<file path="src/core/rfs_pkg.sv">
// Shared constants and types of the regulator fault sequencer
package rfs_pkg;

	// Clock and fault wait timing
	localparam int unsigned CLK_KHZ     = 25000;
	localparam int unsigned OC_WAIT_MS  = 12;
	localparam int unsigned OC_WAIT_CYC = OC_WAIT_MS * CLK_KHZ;

	// Trip retry limit before latch-off
	localparam logic [2:0] RETRY_MAX = 3'h7;

	// Register map (byte addresses)
	localparam int unsigned ADDR_W   = 8;
	localparam int unsigned DATA_W   = 8;
	localparam logic [7:0] OFS_CTRL  = 8'h00;
	localparam logic [7:0] OFS_STAT  = 8'h04;
	localparam logic [7:0] OFS_EVT   = 8'h08;
	localparam logic [7:0] OFS_MASK  = 8'h0C;

	// Reset values
	localparam logic [7:0] CTRL_RST  = 8'h01;
	localparam logic [5:0] MASK_RST  = 6'h00;

	// Event bit positions
	localparam int unsigned EV_UV    = 0;
	localparam int unsigned EV_OPEN  = 1;
	localparam int unsigned EV_COC   = 2;
	localparam int unsigned EV_NBOC  = 3;
	localparam int unsigned EV_LIM   = 4;
	localparam int unsigned EV_LATCH = 5;
	localparam int unsigned EV_N     = 6;

	// Comparator results from the analog front end
	typedef struct packed {
		logic [1:0] uv_low;       // Rail below target-300mV
		logic [1:0] uv_ok;        // Rail above target-250mV
		logic       open_sense;
		logic       ov_trip;
		logic       core_oc_nom;  // Average above 100uA
		logic       core_oc_ss;   // Average above 140uA
		logic       nb_oc_nom;
		logic       nb_oc_ss;
		logic [3:0] chan_lim;     // Per core channel above 140uA
		logic       enable;
	} rfs_ana_t;

	// Gate drive bundle
	typedef struct packed {
		logic [1:0] upper_gate_drive;
		logic [1:0] lower_gate_drive;
		logic       ext_phase_c_pwm;
		logic       ext_phase_c_oe;
		logic       ext_phase_d_pwm;
		logic       ext_phase_d_oe;
		logic       nb_upper_gate_drive;
		logic       nb_lower_gate_drive;
	} rfs_gate_t;

	typedef enum logic [2:0] {
		ST_OFF,
		ST_SOFT,
		ST_RUN,
		ST_OC_WAIT,
		ST_OPEN,
		ST_LATCH
	} rfs_state_t;

endpackage

</file>
<file path="src/core/rfs_sync.sv">
// Two-stage synchroniser for a bundle of asynchronous levels
`timescale 1ns/10ps
module rfs_sync #(
	parameter int unsigned W = 1
) (
	input  wire logic         clk_i,
	input  wire logic         rst_i,
	input  wire logic [W-1:0] d_i,
	output logic      [W-1:0] q_o
);
	logic [W-1:0] meta_r;

	always_ff @(posedge clk_i) begin
		if (rst_i) begin
			meta_r <= '0;
			q_o    <= '0;
		end else begin
			meta_r <= d_i;
			q_o    <= meta_r;
		end
	end
endmodule

</file>
<file path="src/core/rfs_sequencer.sv">
// Fault protection sequencer for a core and north-bridge buck pair
`timescale 1ns/10ps
// Overview of operation
// Undervoltage only drops power good
// Power good returns above 250mV hysteresis
// Open sense: shut down, restart when cleared
// Averaged current over 100uA trips overcurrent
// Soft-start uses 140uA trip reference
// Core overcurrent: all gates low, power_good_out low
// Wait 12ms, then retry if enabled
// Seventh failed retry latches everything off
// Completed soft-start clears retry counter
// North-bridge trip disables only its drivers; its seventh failed retry latches all gates off
// Overcurrent in power saving restarts normal
// Channel over limit: upper low, lower high
// Upper stays low until current drops
// Latch-off keeps power good low
// Power good low in shutdown, soft-start
// Synchronise every comparator before use
// Wait timed by parameterised clock counter
module rfs_sequencer
	import rfs_pkg::*;
#(
	parameter int unsigned WAIT_CYCLES = rfs_pkg::OC_WAIT_CYC
) (
	input  wire logic                       clk_i,
	input  wire logic                       rst_i,
	input  wire rfs_pkg::rfs_ana_t          ana_i,
	input  wire rfs_pkg::rfs_gate_t         pwm_i,
	input  wire logic                       ss_done_i,
	input  wire logic                       power_saving_select_n_i,
	input  wire logic [rfs_pkg::ADDR_W-1:0] reg_addr_i,
	input  wire logic [rfs_pkg::DATA_W-1:0] reg_wdata_i,
	input  wire logic                       reg_wr_i,
	input  wire logic                       reg_rd_i,
	output logic      [rfs_pkg::DATA_W-1:0] reg_rdata_o,
	output rfs_pkg::rfs_gate_t              gate_o,
	output logic                            ss_start_o,
	output logic                            ss_active_o,
	output logic                            oc_ref_boost_o,
	output logic                            power_saving_select_n_o,
	output logic                            power_good_out_o,
	output logic                            power_good_pin_o,
	output logic                            power_good_pin_oe_o,
	output logic                            irq_o
);
	import rfs_pkg::*;

	localparam int unsigned CW = $clog2(WAIT_CYCLES + 1);

	rfs_ana_t         s;
	rfs_state_t       state_r;
	rfs_state_t       state_nxt;
	logic [CW-1:0]    wait_cnt_r;
	logic [2:0]       retry_cnt_r;
	logic             nb_only_r;
	logic             uv_flag_r;
	logic             psi_force_r;
	logic             power_good_out_r;
	logic [7:0]       ctrl_r;
	logic [EV_N-1:0]  evt_r;
	logic [EV_N-1:0]  evt_nxt;
	logic [EV_N-1:0]  mask_r;
	logic             open_d_r;
	logic [3:0]       lim_d_r;
	rfs_gate_t        gate_nxt;

	rfs_sync #(
		.W ($bits(rfs_ana_t))
	) u_sync (
		.clk_i (clk_i),
		.rst_i (rst_i),
		.d_i   (ana_i),
		.q_o   (s)
	);

	// Decode of sequencer condition
	wire en_eff     = s.enable & ctrl_r[0];
	wire in_soft    = (state_r == ST_SOFT);
	wire in_run     = (state_r == ST_RUN);
	wire active     = in_soft | in_run;
	wire core_trip  = active & (in_soft ? s.core_oc_ss : s.core_oc_nom);
	wire nb_trip    = active & (in_soft ? s.nb_oc_ss : s.nb_oc_nom);
	wire oc_trip    = core_trip | nb_trip;
	wire retry_last = (retry_cnt_r == RETRY_MAX);
	wire wait_done  = (wait_cnt_r == CW'(WAIT_CYCLES - 1));
	wire psm_mode   = ~power_saving_select_n_i & ~psi_force_r;
	wire uv_any     = |s.uv_low;
	wire uv_clear   = &s.uv_ok;

	// Register bus decode
	wire wr_ctrl = reg_wr_i & (reg_addr_i == OFS_CTRL);
	wire wr_evt  = reg_wr_i & (reg_addr_i == OFS_EVT);
	wire wr_mask = reg_wr_i & (reg_addr_i == OFS_MASK);
	wire [EV_N-1:0] evt_clr = wr_evt ? reg_wdata_i[EV_N-1:0] : '0;

	always_comb begin
		state_nxt = state_r;
		case (state_r)
			ST_OFF: begin
				if (en_eff & ~s.open_sense)
					state_nxt = ST_SOFT;
			end
			ST_SOFT, ST_RUN: begin
				if (~en_eff)
					state_nxt = ST_OFF;
				else if (s.ov_trip)
					state_nxt = ST_LATCH;
				else if (s.open_sense)
					state_nxt = ST_OPEN;
				else if (oc_trip)
					state_nxt = retry_last ? ST_LATCH : ST_OC_WAIT;
				else if (in_soft & ss_done_i)
					state_nxt = ST_RUN;
			end
			ST_OC_WAIT: begin
				if (wait_done)
					state_nxt = en_eff ? ST_SOFT : ST_OFF;
			end
			ST_OPEN: begin
				if (~en_eff)
					state_nxt = ST_OFF;
				else if (~s.open_sense)
					state_nxt = ST_SOFT;
			end
			ST_LATCH: state_nxt = ST_LATCH;
			default:  state_nxt = ST_OFF;
		endcase
	end

	// Gate enables; a north-bridge-only trip leaves the core switching
	wire core_on = active | ((state_r == ST_OC_WAIT) & nb_only_r);
	wire nb_on   = active;

	always_comb begin
		gate_nxt = pwm_i;
		for (int i = 0; i < 2; i++) begin
			if (~core_on) begin
				gate_nxt.upper_gate_drive[i] = 1'b0;
				gate_nxt.lower_gate_drive[i] = 1'b0;
			end else if (s.chan_lim[i]) begin
				gate_nxt.upper_gate_drive[i] = 1'b0;
				gate_nxt.lower_gate_drive[i] = 1'b1;
			end
		end
		// External phases are released to high impedance when off
		gate_nxt.ext_phase_c_oe  = core_on & pwm_i.ext_phase_c_oe;
		gate_nxt.ext_phase_d_oe  = core_on & pwm_i.ext_phase_d_oe;
		gate_nxt.ext_phase_c_pwm = core_on & pwm_i.ext_phase_c_pwm
			& ~s.chan_lim[2];
		gate_nxt.ext_phase_d_pwm = core_on & pwm_i.ext_phase_d_pwm
			& ~s.chan_lim[3];
		gate_nxt.nb_upper_gate_drive = nb_on & pwm_i.nb_upper_gate_drive;
		gate_nxt.nb_lower_gate_drive = nb_on & pwm_i.nb_lower_gate_drive;
	end

	// Events: set beats a simultaneous write-one clear
	wire [EV_N-1:0] ev_set = {
		(state_nxt == ST_LATCH) & (state_r != ST_LATCH),
		|(s.chan_lim & ~lim_d_r),
		nb_trip,
		core_trip,
		s.open_sense & ~open_d_r,
		uv_any & ~uv_flag_r
	};
	assign evt_nxt = (evt_r & ~evt_clr) | ev_set;

	always_ff @(posedge clk_i) begin
		if (rst_i) begin
			state_r <= ST_OFF;
		end else begin
			state_r <= state_nxt;
		end
	end

	always_ff @(posedge clk_i) begin
		if (rst_i || state_r != ST_OC_WAIT) begin
			wait_cnt_r <= '0;
		end else if (!wait_done) begin
			wait_cnt_r <= wait_cnt_r + CW'(1);
		end
	end

	always_ff @(posedge clk_i) begin
		if (rst_i) begin
			retry_cnt_r <= 3'h0;
			nb_only_r   <= 1'b0;
		end else if (active & en_eff & ~s.ov_trip & ~s.open_sense
			& oc_trip) begin
			retry_cnt_r <= retry_cnt_r + 3'h1;
			nb_only_r   <= nb_trip & ~core_trip;
		end else if (in_soft & ss_done_i & en_eff & ~s.ov_trip
			& ~s.open_sense) begin
			retry_cnt_r <= 3'h0;
		end
	end

	// Only a full reset drops the forced-normal bit
	always_ff @(posedge clk_i) begin
		if (rst_i) begin
			psi_force_r <= 1'b0;
		end else if (oc_trip & ~power_saving_select_n_i) begin
			psi_force_r <= 1'b1;
		end
	end

	always_ff @(posedge clk_i) begin
		if (rst_i) begin
			uv_flag_r <= 1'b0;
		end else if (uv_any) begin
			uv_flag_r <= 1'b1;
		end else if (uv_clear) begin
			uv_flag_r <= 1'b0;
		end
	end

	always_ff @(posedge clk_i) begin
		if (rst_i) begin
			power_good_out_r  <= 1'b0;
			gate_o   <= '0;
			open_d_r <= 1'b0;
			lim_d_r  <= 4'h0;
		end else begin
			power_good_out_r  <= in_run & (state_nxt == ST_RUN) & ~uv_flag_r;
			gate_o   <= gate_nxt;
			open_d_r <= s.open_sense;
			lim_d_r  <= s.chan_lim;
		end
	end

	always_ff @(posedge clk_i) begin
		if (rst_i) begin
			ctrl_r <= CTRL_RST;
			mask_r <= MASK_RST;
			evt_r  <= '0;
		end else begin
			if (wr_ctrl)
				ctrl_r <= reg_wdata_i;
			if (wr_mask)
				mask_r <= reg_wdata_i[EV_N-1:0];
			evt_r <= evt_nxt;
		end
	end

	// Read mux; unmapped addresses read zero
	wire [7:0] stat_word = {uv_flag_r, power_good_out_r, retry_cnt_r, state_r};
	wire [7:0] rd_mux =
		(reg_addr_i == OFS_CTRL) ? ctrl_r :
		(reg_addr_i == OFS_STAT) ? stat_word :
		(reg_addr_i == OFS_EVT)  ? {2'b00, evt_r} :
		(reg_addr_i == OFS_MASK) ? {2'b00, mask_r} : 8'h00;

	always_ff @(posedge clk_i) begin
		if (rst_i) begin
			reg_rdata_o <= 8'h00;
		end else begin
			reg_rdata_o <= reg_rd_i ? rd_mux : 8'h00;
		end
	end

	assign ss_start_o     = (state_nxt == ST_SOFT) & ~in_soft;
	assign ss_active_o    = in_soft;
	assign oc_ref_boost_o = in_soft;
	assign power_saving_select_n_o = ~psm_mode;
	assign power_good_out_o    = power_good_out_r;
	assign power_good_pin_o    = 1'b0;
	assign power_good_pin_oe_o = ~power_good_out_r;
	assign irq_o = |(evt_r & mask_r);

	a_uv_drops_power_good_out:
	assert property (@(posedge clk_i) disable iff (rst_i)
		uv_flag_r |=> !power_good_out_o)
	else $error("power good high during undervoltage");

	a_uv_hysteresis:
	assert property (@(posedge clk_i) disable iff (rst_i)
		uv_flag_r && !uv_any && !uv_clear |=> uv_flag_r)
	else $error("undervoltage flag dropped inside hysteresis");

	a_open_shutdown:
	assert property (@(posedge clk_i) disable iff (rst_i)
		active && en_eff && !s.ov_trip && s.open_sense
		|=> state_r == ST_OPEN ##1 !gate_o.upper_gate_drive[0])
	else $error("open sense line did not shut down");

	a_soft_ref_boost:
	assert property (@(posedge clk_i) disable iff (rst_i)
		in_soft && en_eff && !s.ov_trip && !s.open_sense
		&& s.core_oc_nom && !s.core_oc_ss && !nb_trip
		|=> state_r != ST_OC_WAIT)
	else $error("nominal reference used during soft-start");

	a_core_oc_off:
	assert property (@(posedge clk_i) disable iff (rst_i)
		state_r == ST_OC_WAIT && !nb_only_r
		|=> gate_o.upper_gate_drive == 2'b00
		&& gate_o.lower_gate_drive == 2'b00
		&& !gate_o.ext_phase_c_oe && !power_good_out_o)
	else $error("gates active during core overcurrent wait");

	a_wait_length:
	assert property (@(posedge clk_i) disable iff (rst_i)
		state_r == ST_OC_WAIT && state_nxt != ST_OC_WAIT
		|-> wait_cnt_r == CW'(WAIT_CYCLES - 1))
	else $error("overcurrent wait ended early");

	a_latch_hold:
	assert property (@(posedge clk_i) disable iff (rst_i)
		state_r == ST_LATCH |=> state_r == ST_LATCH
		##1 !gate_o.nb_upper_gate_drive && !power_good_out_o)
	else $error("latch-off released without reset");

	a_retry_clear:
	assert property (@(posedge clk_i) disable iff (rst_i)
		state_r == ST_SOFT && state_nxt == ST_RUN |=> retry_cnt_r == 3'h0)
	else $error("retry counter not cleared after soft-start");

	a_chan_limit:
	assert property (@(posedge clk_i) disable iff (rst_i)
		in_run && state_nxt == ST_RUN && s.chan_lim[0]
		|=> !gate_o.upper_gate_drive[0] && gate_o.lower_gate_drive[0])
	else $error("channel limit did not force the gates");

	a_psi_normal:
	assert property (@(posedge clk_i) disable iff (rst_i)
		oc_trip && !power_saving_select_n_i |=> power_saving_select_n_o)
	else $error("power saving mode kept after overcurrent");

	a_nb_only_off:
	assert property (@(posedge clk_i) disable iff (rst_i)
		state_r == ST_OC_WAIT && nb_only_r
		|=> !gate_o.nb_upper_gate_drive
		&& !gate_o.nb_lower_gate_drive)
	else $error("north-bridge gates active during its overcurrent wait");

	a_latch_power_good_out:
	assert property (@(posedge clk_i) disable iff (rst_i)
		state_r == ST_LATCH |=> !power_good_out_o && power_good_pin_oe_o)
	else $error("power good released during latch-off");

	a_soft_power_good_out:
	assert property (@(posedge clk_i) disable iff (rst_i)
		in_soft |=> !power_good_out_o)
	else $error("power good high during soft-start");

	a_ext_limit:
	assert property (@(posedge clk_i) disable iff (rst_i)
		core_on && s.chan_lim[2] |=> !gate_o.ext_phase_c_pwm)
	else $error("external phase switching above its current limit");

endmodule

</file>
<file path="config.mk">
export PLATFORM = sky130hd
export DESIGN_NAME = rfs_sequencer
export DESIGN_NICKNAME = d
export VERILOG_FILES = /design/src/core/rfs_pkg.sv /design/src/core/rfs_sync.sv /design/src/core/rfs_sequencer.sv
export SDC_FILE = /design/constraint.sdc
export NUM_CORES = 1
export LEC_CHECK = 0
export ABC_CLOCK_PERIOD_IN_PS = 3100
export BUFFER_PORTS_ARGS = -buffer_cell sky130_fd_sc_hd__buf_2
export CORE_ASPECT_RATIO = 0.6
export CORE_MARGIN = 3
export CORE_UTILIZATION = 30
export DETAILED_ROUTE_END_ITERATION = 16
export GPL_TIMING_DRIVEN = 1
export PLACE_DENSITY = 0.47
export SLEW_MARGIN = 20
export SYNTH_ARGS = -nofsm -noshare
export SYNTH_HDL_FRONTEND = slang
export SYNTH_SLANG_ARGS = --single-unit
</file>
<file path="constraint.sdc">
create_clock -name clk_i -period 3.1 [get_ports clk_i]
set_clock_uncertainty 0.1 [all_clocks]
set_input_delay 0.62 -clock clk_i [delete_from_list [all_inputs] [get_ports clk_i]]
set_output_delay 0.62 -clock clk_i [all_outputs]
set_load 0.005 [all_outputs]
</file>
==> results.ini <==
[run_status]
outcome=finished, final reports clean

[global_routing]
grt_max_degree=63
first_global_vias=2960
overflow=0
antenna_found_initial=0
grt_pass1_wl_mm=15.2
grtUsageTotal_pct=13.1

[place]
gp_congestion=0.853
io_buffer_count=71
place_ws_ns=0.339
dp_hpwl_mm=7.11
placed_cells=661

[pwr]
total_power_mw=2.60
power_density_nw_per_um2=528
peakVddDrop_mv=0.289
leakagePower_nw=2.05

[final_layout]
syn_to_final_growth_pct=21.8
diodes=0
drive_above_1_share_pct=22.7
fin_cells=682
finalNetCount=557
fillerInstances=1295

[yosys]
seq_area_frac_synth_pct=50.5
ys_top_cells_by_count=102 x dfxtp_1, 65 x nor2_1, 36 x nor2b_1
synth.area.top_cells=dfxtp_1 50%, nor2_1 6.0%, nor2b_1 5.6%, mux2i_1 4.2%, nand3_1 2.7%
yosys_warnings=0
synth_seq_cells=102
post-synth-top-count-cell=dfxtp_1
netlist_area_sq_um=4040
synth_top_area_cell=dfxtp_1
postSynth.asyncResetShare_pct=0
synth_edf_count=0
synthCells=433
postSynthNetCount=483
synth.avg_cell_area_sq_um=9.34
synth_top_area_share_pct=50.5
synth_cell_types=54
synthFlopType=dfxtp_1

[setup_path]
critPathCaptureType=primary output
worst-path-max-fanout=6
rrSetupSlack_ns=0.81
crit_type=flip-flop to primary output
required_ns=2.38
timing.rr.start=wait_cnt_r[5]
critPathLaunch=wait_cnt_r[5]
r2r-end=power_good_out_o
cp.arrival_ns=2.26
cp-start-kind=flip-flop
rr_worst_depth=7

[sta]
slew_viol_final=0
relSlewSlack_pct=49.5
finalSetupViolCount=0
timing.fmax_mhz=335
final.setup.worst_slack_ns=0.116
layout_min_cycle_time_ns=2.98
timing.final.crit_share_pct=96.3
holdWs_ns=0.322
finalHoldViolCount=0
tns_ns=0
rsz0062_at_grt=false
tightest_slew_ns=0.754

[cts]
clk_pin_slew_ns=0.08
root_buffer=clkbuf_16
cts_buffers=9
cts_sinks=102
hold_buffers=0
tritoncts=yes
cts.path.max_buffers=2
cts_max_level=3
clkLatencyLatePin_ns=0.35

[detailed_routing]
drt_first_iter_violations=142
vias=3184
viasPerCell=4.67
antenna_left=0
drtPass1Iterations=4
wire_per_inst_um=14.0
drcViolationCount=0
drt-total-wl_mm=9.53

[floorplan]
core_area_sq_um=13000
initial_utilization_pct=31.1
pin_count=73
die_h_um=95.9
fp.dieW_um=156
die_area_sq_um=15000
rows=32

[worst_hold_path]
hp-start=u_sync.q_o[4]
holdPathStages=1
hold_class=flip-flop to flip-flop
holdPathEnd=gate_o[3]

[flow_run]
maxCapViolCount=0

## critical path: stages, from the launching register on
cell and delay (ns):
dfxtp_2 0.36, or4b_4 0.55, nor4_4 0.28, buf_4 0.17, o311ai_1 0.10, a31oi_2 0.24
nor4bb_2 0.09, buf_2 0.13
## layout make-up
cell class / instances / area (sq um) / area share (%)
well taps: 170 / 213 / 4.32
inverters: 12 / 45.0 / 0.914
clock inverters: 7 / 86.3 / 1.75
flip-flops and latches: 102 / 2040 / 41.5
multi-input cells: 298 / 1860 / 37.7
repair buffers: 84 / 453 / 9.19
clock buffers: 9 / 225 / 4.57
## cell usage in the layout (no fill, tap or decap), types with 5 or more instances in the layout
| cell | synthesis | routed |
|---|---|---|
| nor3b_1 | 5 | 5 |
| a2111oi_0 | 6 | 6 |
| nand3_1 | 22 | 22 |
| inv_1 | 12 | 12 |
| nand3b_1 | 5 | 5 |
| buf_2 | 3 | 71 |
| dfxtp_1 | 102 | 100 |
| nand2_1 | 25 | 25 |
| xnor2_1 | 9 | 9 |
| xor2_1 | 11 | 11 |
| nor2_1 | 65 | 65 |
| and3_1 | 6 | 6 |
| a21oi_1 | 21 | 19 |
| nand2b_1 | 5 | 5 |
| nand4_1 | 6 | 6 |
| nor2b_1 | 36 | 36 |
| clkbuf_16 | 0 | 9 |
| buf_4 | 2 | 13 |
| mux2i_1 | 17 | 17 |
## state kept, by name (all words and copies together) (netlist names), 3 cells and up
name,flops
lim_d_r,4
evt_r,6
wait_cnt_r,19
mask_r,6
reg_rdata_o,8
state_r,3
retry_cnt_r,3
ctrl_r,8
u_sync.q_o,15
gate_o,10
u_sync.meta_r,15
## logic make-up after synthesis
| kind of cell | share of synthesized area (%) |
|---|---|
| AOI/OAI and AO/OA | 8.76 |
| adders and majority gates | 0.928 |
| xor gates and xnor gates | 4.33 |
| and+or+nand+nor | 27.4 |
| muxes | 4.21 |
| buffers and inverters | 3.77 |
| other | 0.0927 |
| DFF | 50.5 |
## how the worst max path moves through the flow
| stage | to | slack [ns] | depth (start not counted) |
|---|---|---|---|
| 6_report | ss_start_o | 0.12 | 7 |
| 5_1_grt | ss_start_o | 0.002 | 7 |
| 4_1_cts | ss_start_o | 0.02 | 6 |
| 3_5_place_dp | ss_start_o | 0.34 | 6 |
| 3_3_place_gp | ss_start_o | 0.37 | 6 |
| 2_1_floorplan | ss_start_o | 0.51 | 6 |
## routing by layer
layer | part of all wire [%] | up-vias | GRT usage [%]
met5 | 0 | - | 0
met4 | 0.68 | 0 | 3.16
met3 | 6.1 | 7 | 4.49
met2 | 38 | 80 | 17.3
met1 | 55 | 1469 | 19.9
li1 | - | 1628 | -
## per-stage QoR
| step | instance area, sq um | util (%) |
|---|---|---|
| finish | 4930 | 37.9 |
| CTS | 4880 | 37.5 |
| global placement | 4560 | 35.1 |
| global route | 4930 | 37.9 |
| floorplan | 4040 | - |
| detailed placement | 4560 | 35.1 |
## where the power goes
| group | internal [mW] | total (mW) | switching, mW |
|---|---|---|---|
| registers | 1.33 | 1.35 | 0.0137 |
| logic | 0.0512 | 0.111 | 0.0601 |
| clock network | 0.582 | 1.14 | 0.558 |
## repair_timing
action,in CTS,in global routing
setup buffers,1,4
gates resized for setup,1,5
pin swaps,0,0
setup endpoints to repair,1,1
No activity file was read; power rests on OpenSTA's default activity.
